$ cat config.mk
export PLATFORM = sky130hd
export DESIGN_NAME = return_and_rotate_exec
export DESIGN_NICKNAME = d
export VERILOG_FILES = /design/src/rtl/exec_pkg.sv /design/src/rtl/byte_rotator.sv /design/src/rtl/return_and_rotate_exec.sv
export SDC_FILE = /design/constraint.sdc
export NUM_CORES = 1
export LEC_CHECK = 0
export BUFFER_PORTS_ARGS = -buffer_cell sky130_fd_sc_hd__buf_4
export CORE_MARGIN = 8
export CORE_UTILIZATION = 46
export CTS_CLUSTER_SIZE = 12
export DETAILED_ROUTE_END_ITERATION = 10
export PLACE_DENSITY = 0.78
export RECOVER_POWER = 100
export SYNTH_ARGS = -nofsm -noshare
export SYNTH_HDL_FRONTEND = slang
export SYNTH_SLANG_ARGS = --single-unit
$ cat constraint.sdc
create_clock -name clk_i -period 1.33 [get_ports clk_i]
set_clock_uncertainty 0.2 [all_clocks]
set_input_delay 0.133 -clock clk_i [delete_from_list [all_inputs] [get_ports clk_i]]
set_output_delay 0.133 -clock clk_i [all_outputs]
set_load 0.005 [all_outputs]
$ cat src/rtl/exec_pkg.sv
// Function
// RQ1 - Subroutine exit loads counter from stack.
// RQ2 - Literal exit pops counter, loads literal.
// RQ3 - Interrupt exit pops counter, sets enable.
// RQ4 - Rotate left, bit 7 to 0, write back.
// RQ5 - Rotate left into working register only.
// RQ6 - Left through carry, write memory back.
// RQ7 - Left through carry into working register.
// RQ8 - Rotate right, bit 0 to 7, write back.
// RQ9 - Rotate right into working register only.
// RQ10 - Right through carry, write memory back.
// RQ11 - Only through-carry rotates touch any flag.
package exec_pkg;

    // Program counter width; a 3K word program store needs twelve bits.
    localparam int PC_WIDTH = 12;
    localparam int DATA_WIDTH = 8;
    localparam int MSB_POS = 7;
    localparam int LSB_POS = 0;

    // Operation codes handed over by the instruction decoder.
    typedef enum logic [3:0] {
        OP_IDLE = 4'h0,
        OP_SUBROUTINE_EXIT = 4'h1,
        OP_SUBROUTINE_EXIT_WITH_LITERAL = 4'h2,
        OP_INTERRUPT_EXIT = 4'h3,
        OP_ROTATE_LEFT_IN_PLACE = 4'h4,
        OP_ROTATE_LEFT_TO_ACCUMULATOR = 4'h5,
        OP_ROTATE_LEFT_THROUGH_CARRY = 4'h6,
        OP_ROTATE_LEFT_CARRY_TO_ACCUMULATOR = 4'h7,
        OP_ROTATE_RIGHT_IN_PLACE = 4'h8,
        OP_ROTATE_RIGHT_TO_ACCUMULATOR = 4'h9,
        OP_ROTATE_RIGHT_THROUGH_CARRY = 4'ha
    } op_t;

    // Everything the core presents with one operation.
    typedef struct packed {
        op_t op;
        logic [DATA_WIDTH-1:0] imm;
        logic [DATA_WIDTH-1:0] mem_data;
        logic carry;
        logic [PC_WIDTH-1:0] stack_top;
    } exec_req_t;

    // Everything the slice drives back into the core.
    typedef struct packed {
        logic done;
        logic illegal;
        logic pc_load;
        logic [PC_WIDTH-1:0] pc;
        logic stack_pop;
        logic gie_set;
        logic wreg_we;
        logic [DATA_WIDTH-1:0] wreg;
        logic mem_we;
        logic [DATA_WIDTH-1:0] mem_wdata;
        logic carry_we;
        logic carry;
    } exec_res_t;

    // Values after reset.
    localparam logic [PC_WIDTH-1:0] PC_RESET = 12'h000;
    localparam logic [DATA_WIDTH-1:0] BYTE_RESET = 8'h00;

endpackage

$ cat src/rtl/byte_rotator.sv
`timescale 1ns/100ps
// One-position byte rotation, optionally through a ninth carry bit.
module byte_rotator
    import exec_pkg::*;
(
    input wire logic [DATA_WIDTH-1:0] data_i,
    input wire logic carry_i,
    input wire logic left_i,
    input wire logic thru_carry_i,
    output logic [DATA_WIDTH-1:0] data_o,
    output logic carry_o
);

    logic in_bit;

    // The bit entering the byte is either the wrapped bit or old carry.
    always_comb begin
        if (left_i) begin
            in_bit = thru_carry_i ? carry_i : data_i[MSB_POS]; // RQ4 RQ6
            data_o = {data_i[MSB_POS-1:LSB_POS], in_bit};
            carry_o = data_i[MSB_POS]; // RQ6
        end else begin
            in_bit = thru_carry_i ? carry_i : data_i[LSB_POS]; // RQ8 RQ10
            data_o = {in_bit, data_i[MSB_POS:LSB_POS+1]};
            carry_o = data_i[LSB_POS]; // RQ10
        end
    end

endmodule // byte_rotator

$ cat src/rtl/return_and_rotate_exec.sv
`timescale 1ns/100ps
// Execution slice for the return group and the single-bit rotates.
module return_and_rotate_exec
    import exec_pkg::*;
(
    input wire logic clk_i,
    input wire logic sys_rst_i,
    input wire logic op_valid_i,
    input wire exec_req_t op_req_i,
    output exec_res_t res_o
);

    logic is_return;
    logic is_rotate;
    logic rot_left;
    logic rot_thru;
    logic rot_to_wreg;
    logic known_op;
    logic [DATA_WIDTH-1:0] rot_data;
    logic rot_carry;

    logic done_q;
    logic illegal_q;
    logic pc_load_q;
    logic [PC_WIDTH-1:0] pc_q;
    logic stack_pop_q;
    logic gie_set_q;
    logic wreg_we_q;
    logic [DATA_WIDTH-1:0] wreg_q;
    logic mem_we_q;
    logic [DATA_WIDTH-1:0] mem_wdata_q;
    logic carry_we_q;
    logic carry_q;

    // Classify the operation once so every process sees the same view.
    always_comb begin
        is_return = 1'b0;
        is_rotate = 1'b0;
        rot_left = 1'b0;
        rot_thru = 1'b0;
        rot_to_wreg = 1'b0;
        known_op = 1'b1;
        unique case (op_req_i.op)
            // Idle is legal but completes nothing, so it gives no done pulse.
            OP_IDLE: begin
                known_op = 1'b1;
            end
            OP_SUBROUTINE_EXIT,
            OP_SUBROUTINE_EXIT_WITH_LITERAL,
            OP_INTERRUPT_EXIT: begin
                is_return = 1'b1;
            end
            OP_ROTATE_LEFT_IN_PLACE: begin
                is_rotate = 1'b1;
                rot_left = 1'b1;
            end
            OP_ROTATE_LEFT_TO_ACCUMULATOR: begin
                is_rotate = 1'b1;
                rot_left = 1'b1;
                rot_to_wreg = 1'b1;
            end
            OP_ROTATE_LEFT_THROUGH_CARRY: begin
                is_rotate = 1'b1;
                rot_left = 1'b1;
                rot_thru = 1'b1;
            end
            OP_ROTATE_LEFT_CARRY_TO_ACCUMULATOR: begin
                is_rotate = 1'b1;
                rot_left = 1'b1;
                rot_thru = 1'b1;
                rot_to_wreg = 1'b1;
            end
            OP_ROTATE_RIGHT_IN_PLACE: begin
                is_rotate = 1'b1;
            end
            OP_ROTATE_RIGHT_TO_ACCUMULATOR: begin
                is_rotate = 1'b1;
                rot_to_wreg = 1'b1;
            end
            OP_ROTATE_RIGHT_THROUGH_CARRY: begin
                is_rotate = 1'b1;
                rot_thru = 1'b1;
            end
            default: begin
                known_op = 1'b0;
            end
        endcase
    end

    // Shared rotator; the operand is the memory byte the core fetched.
    byte_rotator u_rotator (
        .data_i(op_req_i.mem_data),
        .carry_i(op_req_i.carry),
        .left_i(rot_left),
        .thru_carry_i(rot_thru),
        .data_o(rot_data),
        .carry_o(rot_carry)
    );

    // Completion and error pulses, one cycle after the operation is taken.
    always_ff @(posedge clk_i or posedge sys_rst_i) begin
        if (sys_rst_i) begin
            done_q <= 1'b0;
            illegal_q <= 1'b0;
        end else begin
            done_q <= op_valid_i && known_op && op_req_i.op != OP_IDLE;
            illegal_q <= op_valid_i && !known_op;
        end
    end

    // Program counter restore and stack pop for all three exits.
    always_ff @(posedge clk_i or posedge sys_rst_i) begin
        if (sys_rst_i) begin
            pc_load_q <= 1'b0;
            pc_q <= PC_RESET;
            stack_pop_q <= 1'b0;
        end else begin
            pc_load_q <= op_valid_i && is_return; // RQ1 RQ2 RQ3
            stack_pop_q <= op_valid_i && is_return; // RQ1 RQ2 RQ3
            if (op_valid_i && is_return) begin
                pc_q <= op_req_i.stack_top; // RQ1 RQ2 RQ3
            end
        end
    end

    // Only the interrupt exit raises the global enable.
    always_ff @(posedge clk_i or posedge sys_rst_i) begin
        if (sys_rst_i) begin
            gie_set_q <= 1'b0;
        end else begin
            gie_set_q <= op_valid_i
                && op_req_i.op == OP_INTERRUPT_EXIT; // RQ3
        end
    end

    // Working register: the literal exit and the to-register rotates.
    always_ff @(posedge clk_i or posedge sys_rst_i) begin
        if (sys_rst_i) begin
            wreg_we_q <= 1'b0;
            wreg_q <= BYTE_RESET;
        end else begin
            wreg_we_q <= 1'b0;
            if (op_valid_i
                && op_req_i.op == OP_SUBROUTINE_EXIT_WITH_LITERAL) begin
                wreg_we_q <= 1'b1;
                wreg_q <= op_req_i.imm; // RQ2
            end else if (op_valid_i && is_rotate && rot_to_wreg) begin
                wreg_we_q <= 1'b1;
                wreg_q <= rot_data; // RQ5 RQ7 RQ9
            end
        end
    end

    // Memory write-back for the in-place rotates and the two through-carry rotates that target memory.
    always_ff @(posedge clk_i or posedge sys_rst_i) begin
        if (sys_rst_i) begin
            mem_we_q <= 1'b0;
            mem_wdata_q <= BYTE_RESET;
        end else begin
            // To-register rotates leave the memory byte untouched.
            mem_we_q <= op_valid_i && is_rotate && !rot_to_wreg; // RQ5 RQ9
            if (op_valid_i && is_rotate && !rot_to_wreg) begin
                mem_wdata_q <= rot_data; // RQ4 RQ6 RQ8 RQ10
            end
        end
    end

    // Carry is the only flag touched, and only through carry.
    always_ff @(posedge clk_i or posedge sys_rst_i) begin
        if (sys_rst_i) begin
            carry_we_q <= 1'b0;
            carry_q <= 1'b0;
        end else begin
            carry_we_q <= op_valid_i && is_rotate && rot_thru; // RQ11
            if (op_valid_i && is_rotate && rot_thru) begin
                carry_q <= rot_carry; // RQ6 RQ7 RQ10
            end
        end
    end

    // Every output field is a flip-flop; this only packs them.
    assign res_o.done = done_q;
    assign res_o.illegal = illegal_q;
    assign res_o.pc_load = pc_load_q;
    assign res_o.pc = pc_q;
    assign res_o.stack_pop = stack_pop_q;
    assign res_o.gie_set = gie_set_q;
    assign res_o.wreg_we = wreg_we_q;
    assign res_o.wreg = wreg_q;
    assign res_o.mem_we = mem_we_q;
    assign res_o.mem_wdata = mem_wdata_q;
    assign res_o.carry_we = carry_we_q;
    assign res_o.carry = carry_q;
endmodule // return_and_rotate_exec

; ---- Word level (Yosys, flattened, before mapping)
; Cells that the tools add are included.
[word_totals]
register_bits = 36
latchBits = 0
ramBits = 0
romBits = 0
in_bits = 36
out_inout_bits = 37
word_cells = 56
mem_count = 0
[classes]
add_sub_neg = 0
mul = 0
n_div = 0
magnitude_cmp = 0
eq_ne = 10
shifts = 0
mux = 14
bitwise = 0
n_reduce_logical = 21
[op_table]
columns = op, n
row1 = 2-to-1 mux 8 bit, 3
row2 = equality test 4 x 3 -> 1 bit (second input constant), 4
row3 = equality test 4 bit (second input constant), 3
row4 = 2-to-1 mux 1 bit, 11
row5 = OR reduction 11 bit, 1
row6 = logical AND 1 bit, 10
row7 = OR reduction 3 bit, 3
row8 = equality test 4 x 2 -> 1 bit (second input constant), 2
row9 = OR reduction 7 bit, 1
row10 = equality test 4 x 1 -> 1 bit (second input constant), 1
row11 = logical NOT 4 bit, 1
row12 = nonzero test 4 bit, 1
row13 = OR reduction 4 bit, 1
row14 = logical NOT 1 bit, 2
row15 = nonzero test 2 bit, 1

; ---- Depth between registers and ports, before layout
[depth]
word_depth = 7
mapped_depth = 7
depth_no_buf = 5

; ---- Cells and area by module
; From an unflattened synthesis, not the netlist that was laid out.
[unflattened]
hier_cells = 134
area_unflattened_um2 = 1734.2
[by_module_without_submodules]
columns = module, n_inst, cells_each, area_each_um2, seq_area_each_um2
row1 = return_and_rotate_exec, 1, 120, 1584.0, 900.9
row2 = byte_rotator, 1, 14, 150.1, 0.0

; ---- Worst setup path after synthesis
; Ideal clock, no wire load.
[synth_path]
path_type = input port to flip-flop
from = in op_req_i[31] (netlist bit)
to = reg wreg_q[0]
setup_ns = 0.126
arrival_ns = 1.455
required_time_ns = 1.004
path_slack_ns = -0.451
stages = 5
n_path_buf = 1
path_cell_list = or3b_4 -> or3b_4 -> and2_4 -> buf_6 -> a221o_1
[synth_between]
elab_chain_len = 7
word_cells_on_any_way = 24
classes_between = 8 x eq/ne / 8 x mux / 8 x reduce/logical
[synth_rtl]
columns = item, line
row1 = "start, declared", return_and_rotate_exec.sv:9  ; input wire exec_req_t op_req_i,
row2 = equality test 4 bit or equality test 4 x 3 -> 1 bit (tied branches), return_and_rotate_exec.sv:43  ; unique case (op_req_i.op)
row3 = OR reduction 3 bit (no line), n/a
row4 = 2-to-1 mux 1 bit, return_and_rotate_exec.sv:43
row5 = 2-to-1 mux 1 bit, byte_rotator.sv:19  ; in_bit = thru_carry_i ? carry_i : data_i[MSB_POS];
row6 = 2-to-1 mux 8 bit, byte_rotator.sv:18  ; if (left_i) begin
row7 = 2-to-1 mux 8 bit, return_and_rotate_exec.sv:147  ; end else if (op_valid_i && is_rotate && rot_to_wreg) begin
row8 = 2-to-1 mux 8 bit, return_and_rotate_exec.sv:143  ; if (op_valid_i
row9 = "end signal, assigned", return_and_rotate_exec.sv:146  ; wreg_q <= op_req_i.imm;
row10 = "end signal, assigned", return_and_rotate_exec.sv:149  ; wreg_q <= rot_data;
row11 = "end, declared", return_and_rotate_exec.sv:29  ; logic [DATA_WIDTH-1:0] wreg_q;
; Parallel ways exist; a longest one is shown, timed or not. The select of a mux whose other input is x is not followed.
; A chain may end at the register's enable or synchronous reset.

; ---- Final worst setup path
[layout_path]
from = in op_req_i[31] (netlist bit)
to = reg wreg_q[1]
[layout_between]
elab_chain_len = 6
word_cells_on_any_way = 21
classes_between = 8 x eq/ne / 6 x mux / 7 x reduce/logical
[layout_rtl]
columns = item, line
row1 = equality test 4 x 3 -> 1 bit or equality test 4 bit (tied branches), return_and_rotate_exec.sv:43
row2 = OR reduction 4 bit (no line) or OR reduction 7 bit (tied branches), n/a
row3 = 2-to-1 mux 1 bit, return_and_rotate_exec.sv:43
row4 = 2-to-1 mux 8 bit or logical AND 1 bit (tied branches), "byte_rotator.sv:18, return_and_rotate_exec.sv:147"
row5 = 2-to-1 mux 8 bit or logical AND 1 bit (tied branches), return_and_rotate_exec.sv:147
row6 = 2-to-1 mux 8 bit or nonzero test 2 bit (tied branches), n/a
; Parallel ways exist; a longest one is shown, timed or not. The select of a mux whose other input is x is not followed.

==> impl_metrics.py <==
metrics = {
    "outcome": {
        "status": "finished with violations",
        "violations": "hold timing, setup timing",
    },
    "critical_path": {
        "crit_required_ps": 1360,
        "crit_path_end_kind": "flip-flop",
        "cp_common_cell": "or3b_4",
        "reg2regPathDepth": 1,
        "crit_end": "wreg_q[1]$_DFFE_PP0P_",
        "worstPathCellList": "buf_6 > or3b_4 > or3b_4 > and2_4 > a221o_1",
        "critical_path.max_fanout": 7,
        "worstReg2RegStart": "wreg_q[4]$_DFFE_PP0P_",
        "critPathKind": "in -> reg",
        "crit_start": "op_req_i[31]",
        "crit_slowest_cell": "or3b_4",
        "slowest_delay_ps": 390,
        "r2r-end": "wreg_q[4]$_DFFE_PP0P_",
        "critical_path_arrival_ps": 1500,
        "start_kind": "primary input",
        "reg2reg_slack_ps": 300,
    },
    "routing": {
        "vias": 1481,
        "drt_wl_total_mm": 4.77,
        "wl_per_cell_microns": 15.9,
        "drc": 0,
        "ant_nets": 0,
        "first_iter_violations": 72,
        "vias_per_cell": 4.95,
        "drt_pass1_iterations": 4,
    },
    "synth": {
        "synth_top_flop_cell": "dfrtp_1",
        "syn_area_sq_um": 1620,
        "synth_edf_count": 0,
        "syn-num-nets": 174,
        "netlist_instances": 138,
        "synth.avg_cell_area_sq_um": 11.8,
        "synth_async_sr_flop_share_pct": 100,
        "synth_seq_cells": 36,
        "ys_seq_area_share_pct": 55.6,
        "ys_types": 29,
        "ys_warn_count": 0,
    },
    "finish": {
        "final_nets": 287,
        "largest_register": "pc_q",
        "reg.largest.list": "pc_q x12, mem_wdata_q x8, wreg_q x8",
        "drive_gt1_share_pct": 49.2,
        "largest_reg_flops": 12,
        "synthToLayoutAreaGrowth_pct": 65.2,
        "final_util_pct": 79.7,
    },
    "clock_tree": {
        "clkSlewWorstSetupHoldPaths_ps": 100,
        "cts_hold_buf": 28,
        "cts.sinks": 36,
        "htree_levels": 2,
        "root_buffer": "clkbuf_4",
        "cts_buffers": 5,
        "clkLatencyLatePin_ps": 340,
        "cts_tree": "done",
        "clockBufferDepth": 2,
    },
    "timing": {
        "worst_pin_slew_ps": 488,
        "fmax_ghz": 0.680,
        "setup_viol": 10,
        "hold_viol_final": 1,
        "rsz0062_at_grt": "true",
        "whs_ps": -32.9,
        "maxSlewHeadroom_pct": 67.5,
        "maxSlewViolCount": 0,
        "period_needed_ps": 1470,
        "period_share_pct": 111,
        "worst_slack_ps": -142,
    },
    "global_route": {
        "grt_usage_pct": 17.9,
        "grt_pass1_wl_mm": 7.63,
        "overflow": 0,
        "grt_max_degree": 37,
        "antenna_found_initial": 1,
        "grt_pass1_vias": 1582,
    },
    "job": {
        "drv_cap": 0,
    },
    "die": {
        "die_h_microns": 75.4,
        "die_width_microns": 75.4,
        "rows": 21,
        "dieArea_sq_um": 5680,
        "core_area_sq_um": 3360,
        "ioPinCount": 73,
        "start_util_pct": 48.2,
    },
    "worst_hold_path": {
        "hold_class": "in -> reg",
    },
    "power_and_ir_drop": {
        "power_density_nw_per_um2": 1140,
        "vdd_drop_max_mv": 0.677,
        "power_leakage_nw": 1.34,
    },
    "placement": {
        "port_buffers": 72,
        "dpl.hpwl_mm": 3.27,
        "place_congestion": 0.800,
        "dp_worst_setup_slack_ps": -501,
    },
}
==> synthesized netlist by cell type (2+ instances only) <==
cell	n	area, sq um
buf_2	2	10.0
dfrtp_1	36	901
nor3_1	2	10.0
o21ai_0	9	45.0
buf_4	9	67.6
a221o_1	6	60.1
nor2_1	11	41.3
nor3b_1	2	15.0
mux2_2	15	169
mux2i_1	7	70.1
a21oi_1	2	10.0
nand2_1	11	41.3
or3b_4	2	22.5
clkbuf_1	4	15.0
nand2b_1	2	12.5
inv_1	5	18.8
==> kinds of logic (layout without fill, tap and decap cells) <==
logic type             after synthesis  in the layout  share of synthesized area, %
multiplexers                        22             22                          14.7
AND/OR/NAND/NOR                     37             37                          12.0
flip-flops                          36             36                          55.6
buffers and inverters               21            135                          7.56
other                                0              1                             0
AO/OA/AOI/OAI                       22             22                          10.1
==> routing by layer <==
metal	global-route usage (%)	up-vias	part of all wire [%]
met3	4.47	9	8.1
met4	9.38	0	2.1
met1	20.5	708	40
met2	30.2	64	49
met5	0	-	0
li1	-	700	-
==> repair_timing <==
| action | 4_1_cts | 5_1_grt |
|---|---|---|
| pin swaps | 4 | 2 |
| setup buffers | 0 | 1 |
| setup endpoints to repair | 20 | 14 |
| hold endpoints to repair | 60 | 1 |
| gates cloned | 1 | 0 |
| gates resized for setup | 8 | 3 |
==> where the power goes <==
part	internal (mW)	leakage, nW	switching, mW	total, mW
combinational	0.571	0.850	0.314	0.885
sequential	1.29	0.447	0.116	1.41
clock	0.394	0.0422	0.354	0.747
==> cells in the final DEF, fill, tap and decap left out, types with 4 or more instances in the layout <==
| master | count |
|---|---|
| a221o_1 | 6 |
| mux2_2 | 13 |
| dlygate4sd3_1 | 28 |
| nor2_1 | 10 |
| clkbuf_4 | 7 |
| nand2_1 | 11 |
| buf_6 | 5 |
| inv_1 | 4 |
| o21ai_1 | 9 |
| buf_4 | 86 |
| dfrtp_1 | 36 |
| mux2i_1 | 7 |
==> per-stage QoR <==
step	setup TNS, ps	area [sq um]	hold slack, ps	total power, mW	std cells
after floorplan	-6920	1650	76.6	1.74	138
after global placement	-12130	2280	54.7	2.20	260
after detailed placement	-12720	2280	72.4	2.23	260
after CTS	-659	2670	-42.0	3.06	297
after global routing	-1470	2680	-38.6	3.21	299
final	-968	2680	-32.9	3.04	299
==> critical path, delay by kind of cell <==
kind                   cells  cell delay (ps)
AND/OR/NAND/NOR            3              960
buffers and inverters      1               90
AO/OA/AOI/OAI              1              310
==> worst min path at each step <==
stage / slack (ps) / cells after the start / to / from
5_1_grt: -40 / 4 / gie_set_q$_DFF_PP0_ / op_req_i[31]
3_3_place_gp: 50 / 3 / pc_q[10]$_DFFE_PP0P_ / sys_rst_i
3_5_place_dp: 70 / 3 / pc_q[10]$_DFFE_PP0P_ / sys_rst_i
6_report: -30 / 4 / gie_set_q$_DFF_PP0_ / op_req_i[32]
4_1_cts: -40 / 4 / gie_set_q$_DFF_PP0_ / op_req_i[32]
2_1_floorplan: 80 / 2 / wreg_q[7]$_DFFE_PP0P_ / op_req_i[28]
==> area by class of cell <==
| cell class | instances | area, sq um |
|---|---|---|
| fill | 222 | 684 |
| multi-input combinational | 81 | 622 |
| clock buffer | 6 | 41.3 |
| inverter | 5 | 18.8 |
| sequential | 36 | 901 |
| tap | 46 | 57.6 |
| clock inverter | 2 | 35.0 |
| timing repair buffer | 122 | 1000 |
| antenna | 1 | 2.50 |
Power figures use the tool's default switching activity.
